`src/logic/tio_pkg.sv`:
```
// shared constants and state types for the timed port tile
package tio_pkg;
  // ==========================================================
  // sizes
  localparam int NPORT = 5;
  localparam int NCLK = 6;
  localparam int DW = 32;
  localparam int CW = 16;
  localparam int SCW = 6;
  localparam int DIVW = 8;
  localparam int PORT_W [NPORT] = '{1, 4, 8, 16, 32};
  // ==========================================================
  // reference clock derivation: 100 MHz ticks out of 125 MHz
  localparam int REF_MHZ = 100;
  localparam int CLK_MHZ = 125;
  localparam int ACCW = 8;
  // ==========================================================
  // address map (byte addresses)
  localparam int AW = 12;
  localparam int PORT_LSB = 5;
  localparam int PORT_MSB = 7;
  localparam int REGION_LSB = 8;
  localparam logic [4:0] REG_CTRL = 5'h00;
  localparam logic [4:0] REG_DATA = 5'h04;
  localparam logic [4:0] REG_TIME = 5'h08;
  localparam logic [4:0] REG_STAMP = 5'h0C;
  localparam logic [4:0] REG_COND = 5'h10;
  localparam logic [4:0] REG_STATUS = 5'h14;
  localparam logic [3:0] REGION_PORT = 4'h0;
  localparam logic [3:0] REGION_CLK = 4'h1;
  localparam logic [AW-1:0] LINK_ADDR = 12'h1F0;
  // ==========================================================
  // field positions
  localparam int CTRL_EN = 0;
  localparam int CTRL_OUT = 1;
  localparam int CTRL_OD = 2;
  localparam int CTRL_STB = 3;
  localparam int CTRL_COND = 4;
  localparam int CTRL_CLK = 8;
  localparam int CLK_EXT = 0;
  localparam int CLK_DIV = 8;
  localparam int ST_FULL = 0;
  localparam int ST_BUSY = 1;
  localparam int ST_EVENT = 2;
  localparam int ST_ARMED = 3;
  localparam logic [1:0] HTRANS_NONSEQ_BIT = 2'h2;

  typedef enum logic [1:0] {COND_NONE, COND_EQ, COND_NEQ} cond_t;

  typedef struct packed {
    logic en;
    logic dir_out;
    logic od;
    logic stb;
    cond_t cond;
    logic [2:0] clk_sel;
    logic [DW-1:0] xfer;
    logic full;
    logic [DW-1:0] shreg;
    logic busy;
    logic [SCW-1:0] scnt;
    logic [CW-1:0] cnt;
    logic [CW-1:0] stamp;
    logic [CW-1:0] tmatch;
    logic tarmed;
    logic [DW-1:0] cval;
    logic event_flag;
    logic ready_out;
  } port_state_t;

  typedef struct packed {
    logic ext;
    logic [DIVW-1:0] div;
    logic [DIVW-1:0] cnt;
  } clk_state_t;

  typedef struct packed {
    logic sel;
    logic write;
    logic [AW-1:0] addr;
  } bus_phase_t;

  typedef struct packed {
    port_state_t [NPORT-1:0] port;
    clk_state_t [NCLK-1:0] clk;
    logic [ACCW-1:0] ref_acc;
    logic [DW-1:0] link_mask;
    logic [DW-1:0] pin_out;
    logic [DW-1:0] pin_oe;
    logic [DW-1:0] pin_pd;
    logic ext_prev;
    bus_phase_t bus;
    logic [DW-1:0] hrdata;
    logic hready;
    logic hresp;
    logic [NPORT-1:0] wake;
    logic [NPORT-1:0] rdy;
  } tile_state_t;

  // pull-downs stay on everywhere until a port claims the pin
  localparam tile_state_t TILE_RESET = '{pin_pd: '1, hready: 1'b1, default: '0};
endpackage : tio_pkg

```
`src/logic/timed_port_tile.sv`:
```
// timed i/o port tile: five ports, six clock blocks, ahb-lite registers
// Behaviour
// - ports of 1, 4, 8, 16, 32 bits; one direction per port
// - ports drive pins or sample them, optionally waiting for a condition
// - each register access completes with zero wait states
// - open-drain: zero drives low, one releases; set per port
// - data passes through a serdes shift register plus a transfer register
// - a 16-bit port counter times transfers between pins and transfer register
// - counter readable anytime; a transfer can be scheduled at a counter value
// - the counter is captured as a timestamp on each transfer
// - an enabled link takes its pins away from every port
// - the narrowest enabled port owns shared pins; others keep unshared pins
// - a port always works at its nominal width
// - six clock blocks; block 0 is the 100 MHz reference clock
// - blocks 1 to 5 run at programmable rates
// - a block may take the 1-bit port pin as clock, optionally divided
// - ports accept an input-ready strobe and emit an output-ready strobe
// - after reset every port sits on clock block 0
// - pin conditions become events delivered to the cores
// - pull-downs are on for every pin during reset
`timescale 1ns/100ps
module timed_port_tile
  import tio_pkg::*;
(
  input wire logic hclk, // 125 MHz system clock
  input wire logic hresetn, // async reset, active low
  input wire logic ce, // clock enable, freezes all state when low
  input wire logic hsel, // slave select
  input wire logic [31:0] haddr, // byte address
  input wire logic [1:0] htrans, // transfer type
  input wire logic hwrite, // write when high
  input wire logic [2:0] hsize, // word only
  input wire logic [31:0] hwdata, // write data
  input wire logic hready, // bus ready in
  output logic [31:0] hrdata, // read data
  output logic hreadyout, // always ready
  output logic hresp, // always okay
  input wire logic [DW-1:0] pin_in, // pin levels
  output logic [DW-1:0] pin_out, // pin drive level
  output logic [DW-1:0] pin_oe, // pin drive enable
  output logic [DW-1:0] pin_pulldown, // pull-down enable
  input wire logic [NPORT-1:0] input_ready_strobe, // per port ready from outside
  output logic [NPORT-1:0] output_ready_strobe, // per port data strobe
  output logic [NPORT-1:0] port_wake // per port sticky event to the cores
);

  // ==========================================================
  // state
  tile_state_t st;
  tile_state_t next_st;
  // unpacked so that each generate branch owns its own element as sole driver
  port_state_t next_port [NPORT];
  logic [NCLK-1:0] tick;
  logic ref_tick;
  logic ext_edge;
  logic addr_ok;
  logic wr_ok;
  logic [ACCW-1:0] acc_sum;

  // address phase taken only on a real transfer while the bus is ready
  assign addr_ok = hsel & htrans[1] & hready;
  assign wr_ok = st.bus.sel & st.bus.write;
  // rising edge of the 1-bit port pin, usable as an external clock
  assign ext_edge = pin_in[0] & ~st.ext_prev;

  // ==========================================================
  // clock blocks
  // reference clock block
  // fractional accumulator gives 100 ticks per 125 cycles; spacing jitters by one cycle
  assign acc_sum = st.ref_acc + ACCW'(REF_MHZ);
  assign ref_tick = acc_sum >= ACCW'(CLK_MHZ);
  assign tick[0] = ref_tick;

  genvar c;
  generate
    for (c = 1; c < NCLK; c++) begin : g_clk
      logic src;
      assign src = st.clk[c].ext ? ext_edge : ref_tick;
      assign tick[c] = src & (st.clk[c].cnt == st.clk[c].div);
    end
  endgenerate

  // ==========================================================
  // ports
  genvar k;
  generate
    for (k = 0; k < NPORT; k++) begin : g_port
      localparam int W = PORT_W[k];
      localparam int NS = DW / W;
      logic [W-1:0] pins_k;
      logic [DW-1:0] sh_in;
      logic tk;
      logic hit_w;
      logic hit_r;
      logic time_ok;
      logic cond_ok;
      logic gate;
      // samples always use the full nominal width
      assign pins_k = pin_in[W-1:0];
      if (W == DW) begin : g_full
        assign sh_in = pins_k;
      end else begin : g_part
        assign sh_in = {pins_k, st.port[k].shreg[DW-1:W]};
      end
      assign tk = (st.port[k].clk_sel < 3'(NCLK)) ? tick[st.port[k].clk_sel] : 1'b0;
      assign hit_w = wr_ok && st.bus.addr[AW-1:REGION_LSB] == REGION_PORT
        && st.bus.addr[PORT_MSB:PORT_LSB] == 3'(k);
      assign hit_r = addr_ok && !hwrite && haddr[AW-1:REGION_LSB] == REGION_PORT
        && haddr[PORT_MSB:PORT_LSB] == 3'(k) && haddr[PORT_LSB-1:0] == REG_DATA;
      assign time_ok = !st.port[k].tarmed || st.port[k].cnt == st.port[k].tmatch;
      assign gate = !st.port[k].stb || input_ready_strobe[k];

      // wait condition on the sampled pins
      always_comb begin
        case (st.port[k].cond)
          COND_EQ: cond_ok = pins_k == st.port[k].cval[W-1:0];
          COND_NEQ: cond_ok = pins_k != st.port[k].cval[W-1:0];
          default: cond_ok = 1'b1;
        endcase
      end

      // bus effects first, then the tick, so a hardware set beats a software clear
      always_comb begin
        next_port[k] = st.port[k];
        if (hit_w) begin
          case (st.bus.addr[PORT_LSB-1:0])
            REG_CTRL: begin
              next_port[k].en = hwdata[CTRL_EN];
              // one direction for the whole port
              next_port[k].dir_out = hwdata[CTRL_OUT];
              next_port[k].od = hwdata[CTRL_OD];
              next_port[k].stb = hwdata[CTRL_STB];
              next_port[k].cond = cond_t'(hwdata[CTRL_COND+:2]);
              next_port[k].clk_sel = hwdata[CTRL_CLK+:3];
            end
            REG_DATA: begin
              next_port[k].xfer = hwdata;
              next_port[k].full = 1'b1;
            end
            REG_TIME: begin
              next_port[k].tmatch = hwdata[CW-1:0];
              next_port[k].tarmed = 1'b1;
            end
            REG_COND: next_port[k].cval = hwdata;
            REG_STATUS: begin
              if (hwdata[ST_EVENT]) begin
                next_port[k].event_flag = 1'b0;
              end
            end
            default: ;
          endcase
        end
        // in input mode, reading the data empties the transfer register and clears the event
        if (hit_r && !st.port[k].dir_out) begin
          next_port[k].full = 1'b0;
          next_port[k].event_flag = 1'b0;
        end
        next_port[k].ready_out = 1'b0;
        if (tk && st.port[k].en) begin
          next_port[k].cnt = st.port[k].cnt + 16'h0001;
          if (st.port[k].dir_out) begin
            if (st.port[k].busy && st.port[k].scnt != '0) begin
              next_port[k].shreg = st.port[k].shreg >> W;
              next_port[k].scnt = st.port[k].scnt - 6'h01;
              next_port[k].ready_out = st.port[k].stb;
            end else if (next_port[k].full && time_ok) begin
              // timed load of the shift register
              next_port[k].shreg = next_port[k].xfer;
              next_port[k].full = 1'b0;
              next_port[k].busy = 1'b1;
              next_port[k].scnt = SCW'(NS - 1);
              next_port[k].stamp = st.port[k].cnt;
              next_port[k].tarmed = 1'b0;
              next_port[k].ready_out = st.port[k].stb;
            end else begin
              next_port[k].busy = 1'b0;
            end
          end else if (gate && (st.port[k].scnt != '0 || (time_ok && cond_ok))) begin
            next_port[k].shreg = sh_in;
            if (st.port[k].scnt == SCW'(NS - 1)) begin
              next_port[k].xfer = sh_in;
              next_port[k].full = 1'b1;
              next_port[k].event_flag = 1'b1;
              next_port[k].stamp = st.port[k].cnt;
              next_port[k].tarmed = 1'b0;
              next_port[k].scnt = '0;
            end else begin
              next_port[k].scnt = st.port[k].scnt + 6'h01;
            end
          end
        end
      end
    end
  endgenerate

  // ==========================================================
  // next state
  always_comb begin
    logic [DW-1:0] rd;
    logic owned;
    logic bit_v;
    int p_k;
    rd = '0;
    owned = 1'b0;
    bit_v = 1'b0;
    p_k = 0;
    next_st = st;
    for (int i = 0; i < NPORT; i++) begin
      next_st.port[i] = next_port[i];
    end
    next_st.ext_prev = pin_in[0];
    next_st.ref_acc = ref_tick ? acc_sum - ACCW'(CLK_MHZ) : acc_sum;
    // divider counters on blocks 1 to 5
    for (int i = 1; i < NCLK; i++) begin
      if (st.clk[i].ext ? ext_edge : ref_tick) begin
        next_st.clk[i].cnt = tick[i] ? '0 : st.clk[i].cnt + 8'h01;
      end
    end
    // register writes outside the port regions
    if (wr_ok && st.bus.addr == LINK_ADDR) begin
      next_st.link_mask = hwdata;
    end
    if (wr_ok && st.bus.addr[AW-1:REGION_LSB] == REGION_CLK) begin
      for (int i = 1; i < NCLK; i++) begin
        if (st.bus.addr[REGION_LSB-1:2] == 6'(i)) begin
          next_st.clk[i].ext = hwdata[CLK_EXT];
          next_st.clk[i].div = hwdata[CLK_DIV+:DIVW];
          next_st.clk[i].cnt = '0;
        end
      end
    end
    // single-cycle answer, read data registered at the address phase
    next_st.hready = 1'b1;
    next_st.hresp = 1'b0;
    next_st.bus.sel = addr_ok;
    next_st.bus.write = hwrite;
    next_st.bus.addr = haddr[AW-1:0];
    if (addr_ok && !hwrite) begin
      if (haddr[AW-1:0] == LINK_ADDR) begin
        rd = st.link_mask;
      end else if (haddr[AW-1:REGION_LSB] == REGION_CLK) begin
        for (int i = 0; i < NCLK; i++) begin
          if (haddr[REGION_LSB-1:2] == 6'(i)) begin
            rd[CLK_EXT] = st.clk[i].ext;
            rd[CLK_DIV+:DIVW] = st.clk[i].div;
          end
        end
      end else if (haddr[AW-1:REGION_LSB] == REGION_PORT) begin
        for (int i = 0; i < NPORT; i++) begin
          if (haddr[PORT_MSB:PORT_LSB] == 3'(i)) begin
            case (haddr[PORT_LSB-1:0])
              REG_CTRL: begin
                rd[CTRL_EN] = st.port[i].en;
                rd[CTRL_OUT] = st.port[i].dir_out;
                rd[CTRL_OD] = st.port[i].od;
                rd[CTRL_STB] = st.port[i].stb;
                rd[CTRL_COND+:2] = st.port[i].cond;
                rd[CTRL_CLK+:3] = st.port[i].clk_sel;
              end
              REG_DATA: rd = st.port[i].xfer;
              REG_TIME: rd[CW-1:0] = st.port[i].cnt;
              REG_STAMP: rd[CW-1:0] = st.port[i].stamp;
              REG_COND: rd = st.port[i].cval;
              REG_STATUS: begin
                rd[ST_FULL] = st.port[i].full;
                rd[ST_BUSY] = st.port[i].busy;
                rd[ST_EVENT] = st.port[i].event_flag;
                rd[ST_ARMED] = st.port[i].tarmed;
              end
              default: ;
            endcase
          end
        end
      end
    end
    next_st.hrdata = (addr_ok && !hwrite) ? rd : st.hrdata;
    // pin ownership: lowest index (narrowest) enabled port wins
    for (int p = 0; p < DW; p++) begin
      owned = 1'b0;
      p_k = 0;
      for (int j = NPORT - 1; j >= 0; j--) begin
        if (next_port[j].en && p < PORT_W[j]) begin
          owned = 1'b1;
          p_k = j;
        end
      end
      if (next_st.link_mask[p]) begin
        owned = 1'b0;
      end
      bit_v = next_port[p_k].shreg[p];
      next_st.pin_pd[p] = !owned;
      next_st.pin_out[p] = 1'b0;
      next_st.pin_oe[p] = 1'b0;
      if (owned && next_port[p_k].dir_out) begin
        next_st.pin_out[p] = next_port[p_k].od ? 1'b0 : bit_v;
        next_st.pin_oe[p] = next_port[p_k].od ? !bit_v : 1'b1;
      end
    end
    for (int i = 0; i < NPORT; i++) begin
      next_st.wake[i] = next_port[i].event_flag;
      next_st.rdy[i] = next_port[i].ready_out;
    end
  end

  // ==========================================================
  // single state register
  // reset value: clock block 0, pull-downs on
  always_ff @(posedge hclk or negedge hresetn) begin
    if (!hresetn) begin
      st <= TILE_RESET;
    end else if (ce) begin
      st <= next_st;
    end
  end

  // outputs straight from the state register
  assign hrdata = st.hrdata;
  assign hreadyout = st.hready;
  assign hresp = st.hresp;
  assign pin_out = st.pin_out;
  assign pin_oe = st.pin_oe;
  assign pin_pulldown = st.pin_pd;
  assign output_ready_strobe = st.rdy;
  assign port_wake = st.wake;

endmodule : timed_port_tile

```
`config.mk`:
```
export PLATFORM = sky130hd
export DESIGN_NAME = timed_port_tile
export DESIGN_NICKNAME = d
export VERILOG_FILES = /design/src/logic/tio_pkg.sv /design/src/logic/timed_port_tile.sv
export SDC_FILE = /design/constraint.sdc
export NUM_CORES = 2
export LEC_CHECK = 0
export BUFFER_PORTS_ARGS = -buffer_cell sky130_fd_sc_hd__buf_2
export CORE_MARGIN = 1
export CORE_UTILIZATION = 25
export CTS_CLUSTER_SIZE = 20
export DETAILED_ROUTE_END_ITERATION = 12
export GPL_TIMING_DRIVEN = 0
export SLEW_MARGIN = 30
export SYNTH_ARGS = -nofsm -noshare
export SYNTH_HDL_FRONTEND = slang
export SYNTH_SLANG_ARGS = --single-unit
```
`constraint.sdc`:
```
create_clock -name hclk -period 3.9 [get_ports hclk]
set_clock_uncertainty 0.2 [all_clocks]
set_input_delay 0.39 -clock hclk [delete_from_list [all_inputs] [get_ports hclk]]
set_output_delay 0.39 -clock hclk [all_outputs]
set_load 0.05 [all_outputs]
```
Yosys cells after proc, flatten, opt, wreduce, memory -nomap -nowiden

Index checks and enable logic that the tools add are counted.

Word-level logic and storage cells: 928
Input port bits: 112
Output and inout port bits: 140
Memory bits (read-only): 0
Memory bits (writable): 0
Flip-flop bits (word level): 1093
Bits in latches: 0
Memories: 0

Reductions and logical operators: 195
Divide/modulo/power cells: 0
Magnitude comparators: 16
$add $sub $neg: 22
Eq/ne operators: 65
Shift-type cells: 0
Multiply operators: 0
Bitwise logic cells: 15
Mux-type cells: 503

Operators with widths:

| kind                    | count |
|---|---|
| $bmux W164 S3           | 5 |
| $mux W163               | 10 |
| $mux W32                | 31 |
| $mux W33                | 20 |
| $mux W104               | 5 |
| $mux W16                | 26 |
| $mux W65                | 5 |
| $mux W1                 | 286 |
| $mux W50                | 5 |
| $mux W42                | 5 |
| $ge A32 B4 Y1 const B   | 5 |
| $not A32 Y32            | 5 |
| $pmux W16 S2            | 5 |
| $mux W17                | 9 |
| $mux W6                 | 25 |
| $mux W8                 | 18 |
| $pmux W4 S6             | 5 |
| $pmux W5 S4             | 5 |
| $eq A16 B16 Y1          | 6 |
| $logic_and A1 B1 Y1     | 82 |
| $add A16 B1 Y16 const B | 5 |
| $logic_not A1 Y1        | 80 |
| $mux W76                | 1 |
| $pmux W3 S5             | 5 |
| 49 further kinds        | 162 |

Depth between registers and ports, before layout

Word-level depth: 19
Gate-level depth with buffers: 15
Depth with buffers taken out: 12

Least setup slack after synthesis

OpenSTA, ideal clock, no wires.

Path type: flip-flop to flip-flop
Start point: reg st[189] (netlist name)
End point: reg st (netlist bit pin_out[7])
Path buffers: 0
Data arrival time: 3.221 ns
Path slack: 0.358 ns
Period minus slack after synthesis: 3.542 ns
Required time: 3.580 ns
Library setup time: 0.120 ns
Stages on the path, launching flop included: 12
Cell sequence: dfrtp_1 ha_1 and3_1 o211ai_1 a21oi_2 o311a_1 or3b_1 o211a_2 o21ai_4 a221oi_1 or4_1 a41o_1

Cells in the longest elaborated chain, start to end: 14
Elaborated cells between the ends (all ways): 42
Those cells by class: add/sub (1); order compare (1); mux (30); bitwise (5); reduce/logical (5)

RTL lines:

| what                          | line                   | RTL |
|---|---|---|
| from (decl)                   | timed_port_tile.sv:49  | `tile_state_t st;` |
| from (signal assigned)        | timed_port_tile.sv:312 | `st <= next_st;` |
| $add A8 B7 Y8 *               | timed_port_tile.sv:70  | `assign acc_sum = st.ref_acc + ACCW'(REF_MHZ);` |
| $ge A8 B7 Y1 *                | timed_port_tile.sv:71  | `assign ref_tick = acc_sum >= ACCW'(CLK_MHZ);` |
| $mux W1                       | timed_port_tile.sv:78  | `assign src = st.clk[c].ext ? ext_edge : ref_tick;` |
| $and A1 B1 Y1                 | timed_port_tile.sv:79  | `assign tick[c] = src & (st.clk[c].cnt == st.clk[c].div);` |
| $bmux W1 S3                   | timed_port_tile.sv:105 | `assign tk = (st.port[k].clk_sel < 3'(NCLK)) ? tick[st.port[k].clk_sel] : 1'b0;` |
| $mux W1 (implied by the code) | timed_port_tile.sv:105 |  |
| $mux W1                       | timed_port_tile.sv:105 |  |
| $logic_and A1 B1 Y1           | timed_port_tile.sv:159 | `if (tk && st.port[k].en) begin` |
| $mux W104                     | timed_port_tile.sv:159 |  |
| $bmux W164 S3 *               | timed_port_tile.sv:290 | `bit_v = next_port[p_k].shreg[p];` |
| $mux W163 * (2 in a row)      | n/a                    |  |
| $mux W1 *                     | timed_port_tile.sv:295 | `next_st.pin_out[p] = next_port[p_k].od ? 1'b0 : bit_v;` |
| $mux W1 *                     | timed_port_tile.sv:294 | `if (owned && next_port[p_k].dir_out) begin` |

Mark *: on every way between the ends. The rest lies on a longest branch, timed or not. The select of a mux whose other input is x is not followed.
A chain may end at the register's enable or synchronous reset.

Final worst setup path

Start point: in haddr[5]
End point: reg st (netlist bit hrdata[7])

Cells in the longest elaborated chain, start to end: 17
Elaborated cells between the ends (all ways): 22
Those cells by class: eq/ne (5); mux (16); reduce/logical (1)

RTL lines:

| what             | line                   | RTL |
|---|---|---|
| from (decl)      | timed_port_tile.sv:29  | `input wire logic [31:0] haddr,` |
| $logic_not A3 Y1 | timed_port_tile.sv:250 | `if (haddr[PORT_MSB:PORT_LSB] == 3'(i)) begin` |
| $mux W32         | timed_port_tile.sv:250 |  |
| $pmux W2 S4      | timed_port_tile.sv:251 | `case (haddr[PORT_LSB-1:0])` |
| $mux W32         | timed_port_tile.sv:250 |  |
| $mux W32         | timed_port_tile.sv:248 | `end else if (haddr[AW-1:REGION_LSB] == REGION_PORT) begin` |
| $mux W32         | timed_port_tile.sv:241 | `end else if (haddr[AW-1:REGION_LSB] == REGION_CLK) begin` |
| $mux W32         | timed_port_tile.sv:239 | `if (haddr[AW-1:0] == LINK_ADDR) begin` |
| $mux W32         | timed_port_tile.sv:238 | `if (addr_ok && !hwrite) begin` |
| $pmux W2 S4      | timed_port_tile.sv:251 |  |
| $mux W32         | timed_port_tile.sv:250 |  |
| $pmux W2 S4      | timed_port_tile.sv:251 |  |
| $mux W32         | timed_port_tile.sv:250 |  |
| $pmux W2 S4      | timed_port_tile.sv:251 |  |
| $mux W32         | timed_port_tile.sv:250 |  |
| $mux W32         | timed_port_tile.sv:248 |  |
| $mux W7          | timed_port_tile.sv:241 |  |
| $mux W32 *       | timed_port_tile.sv:239 |  |

Marks and branches as above.

==> summary.txt <==
Status
  – Status: finished, violations left
  – Failing checks: negative setup slack

Floorplanning
  – Core ar.: 0.238 sq mm
  – Die Ht: 491 um
  – DIE AREA: between 0.2 and 0.25 sq mm
  – # rows: 179
  – Initial core utilization: 25.1%
  – Die W: roughly 490 um
  – Number of top-level pins: 252

Setup path
  – Startpoint types: primary input
  – Arr. time, crit path: 4680 ps
  – Worst EP required: 4350 ps
  – Crit end category: flop
  – Max FO, Critical Path: 10
  – CP Class: primary input to flop

Yosys
  – Cell with the most instances after synthesis: dfrtp_1
  – Largest family of logic cells by synthesized area: compound AO/OA/AOI/OAI gates
  – Simple-Gate Fraction of Synth Area: 13.0%
  – Ys async rst share: 100%
  – Synth Area in Adders: 0.817%
  – Yosys warnings: 0
  – Mapped Cells: 6282
  – Synth Cell Area: 0.0597 sq mm
  – Synth Area in Compound Gates: just under 20%
  – Post-synth top area share: 44.2%
  – Yosys cell types: around 110
  – Post-synth EDFFs: 0
  – Flops & latches, synth: 1088
  – Xor and xnor area share after synthesis: under 10%
  – Top_reg_cell synth: dfrtp_1
  – Synth Net Count: 6433
  – Register area share after synthesis: a little under half
  – Top post-synthesis cells by count: 1056 x dfrtp_1, 734 x nand2_1, 487 x a21oi_1, 470 x nor2_1, 459 x mux2_2
  – Post-synthesis mux area share: 10.9%
  – Mean Syn Cell Area: ~9.5 sq um
  – Area contributors post-synth: dfrtp_1 44%, mux2_2 8.7%, nand2_1 4.6%, a21oi_1 4.1%, xnor2_1 3.3%
  – Yosys top cell by area: dfrtp_1

Placed design
  – GP Congestion: around 1.0
  – # port buffers: 203
  – HPWL after detailed placement: 261 mm
  – DP Area: 0.0661 sq mm
  – Post-Place Cells: roughly 9700

Routing
  – Initial DRC count: 8572
  – Via Count: 58300
  – Final wirelength: 337 mm
  – Detailed Routing Iterations Pass 1: 7
  – DRC Markers: 0
  – Per-cell routed wire length: approximately 33 um
  – Detail Route Antenna Nets: 0
  – Via density: just under 6

Timing
  – Worst Tran Pin Value: 1100 ps
  – Setup WS post-layout: -326 ps
  – Slew HR: 26.3%
  – Min Hold Slack: 60.2 ps
  – Min cycle time layout: 4230 ps
  – RSZ-0062 raised after global routing: yes
  – Period utilization: 108%
  – Final Max Tran Viols: 0
  – F_max: 237 MHz
  – Final Hold Viols: 0
  – Final setup viols: 145

Finish
  – Final instance area: 0.0746 sq mm
  – Post-route insts no fill: roughly 10000
  – Final cell utilization of the core: 31.4%
  – Share of cells above drive strength 1: 26.8%
  – Nets: 6953
  – Area Growth Syn to Fin: 24.9%
  – Fillers: between 20000 and 25000

Pwr
  – VDD IR max: just over 0.0004 V
  – Cell leakage power: approximately 0.032 uW
  – Pwr Density: about 600 mW/mm^2

Clock network
  – H-tree lvl count: 4
  – Clk root buf: clkbuf_16
  – # clock sinks: 1088
  – CTS tree: built
  – CTS Buf Count: ~130
  – Clk_lat worst skew: 820 ps
  – Clock transition at path regs: about 60 ps
  – Max clock buf depth: 3

Run
  – Maximum Capacitance Violations: 0

Global route
  – First-pass GRT wire length: 458 mm
  – GR Overflow Total: 0
  – Largest net degree at the start of global routing: 118
  – Number of antenna violations at the first check in global routing: 56
  – GRT Total Usage: 27.1%
  – Vias in the first global route: 55100

Min path
  – Hold Path Class: primary input to flop
## report_power, final
part / total (uW) / internal (uW) / switching [uW]
logic: 15300 / 5620 / 9710
clock network: 13100 / 7630 / 5500
registers: 16300 / 13300 / 2980
total: 44800 / 26600 / 18200
## cell families (layout without fill, tap and decap cells)
kind of cell    count (synthesis)  after routing
compound gates               1789           1790
xor+xnor                      301            301
fa+ha+maj                      39             39
buf+inv                       729           1356
flops                        1088           1088
mux                           591            591
other cells                     2             28
simple gates                 1743           1743
## final cells by class
type	count	area (sq um)	area share, %
Multi-Input combinational cell	4466	31300	41.9
Sequential cell	1088	27300	36.6
Tap cell	3167	3960	5.31
Clock buffer	188	3920	5.25
Timing Repair Buffer	416	3740	5.01
Buffer	610	3440	4.61
Clock inverter	54	603	0.808
Inverter	88	330	0.443
Antenna cell	26	65.1	0.0872
## routing by layer
layer / share of wire, % / vias up / track usage (%)
met5: 0.060 / - / 0.159
met4: 7.2 / 22 / 17.1
met3: 12 / 942 / 8.22
met2: 41 / 4019 / 38.5
met1: 40 / 29600 / 35.5
li1: - / 23700 / -
## final timing paths
path                       depth (start not counted)       start  slack (ps)           to
min reg2reg                                        2  hrdata[21]         280   hrdata[21]
min                                                4  hwdata[25]          60  pin_out[25]
max in group asynchronous                          6     hresetn        1410      st[190]
min in group asynchronous                          3     hresetn         100      st[609]
max reg2reg                                       14     st[190]        -180   pin_out[1]
max                                                9    haddr[5]        -330    hrdata[7]
## through the flow
stage / setup TNS [ps] / setup WS, ps / total power, uW
global placement: - / -22880 / 28300
floorplan: 0 / 358 / 22600
detailed placement: -687030 / -2130 / 28600
CTS: -2530 / -128 / 43000
global route: -5490 / -173 / 46100
finish: -10650 / -326 / 44800
## what timing repair did
item / CTS / global route
pin swaps: 55 / 79
hold buffers: 36 / 0
setup buffers: 64 / 62
endpoints found under the setup margin: 704 / 489
cloned: 0 / 4
endpoints found under the hold margin: 321 / 0
gates resized for setup: 379 / 288
## cell usage in the layout (no fill, tap or decap), types with 32 or more instances in the layout
master	Yosys	layout
nor3_1	68	53
mux2_2	459	457
dfstp_2	32	32
and3_1	54	51
clkbuf_1	393	202
dlygate4sd3_1	0	35
ha_1	39	38
a22oi_1	163	144
nand2_1	734	713
a221oi_1	83	76
buf_4	147	264
buf_2	46	245
xnor2_1	223	217
inv_1	88	88
nand4_1	79	79
clkbuf_16	0	139
o22ai_1	156	150
o21ai_0	388	368
nand3_1	147	136
dfrtp_1	1056	1044
xor2_1	78	78
nor2_1	470	440
clkbuf_8	0	32
a21oi_1	487	468
a22o_1	72	72
a222oi_1	45	45
clkbuf_2	2	161
mux2i_1	132	124
## critical path, stage by stage
cell and delay, ps:
clkbuf_2 510, clkbuf_1 820, clkbuf_2 540, clkbuf_2 480, a311oi_2 330, nor3_1 720, o21ai_2 380, a22oi_1 340
o21ai_0 120
(Power assumes the default switching activity.)
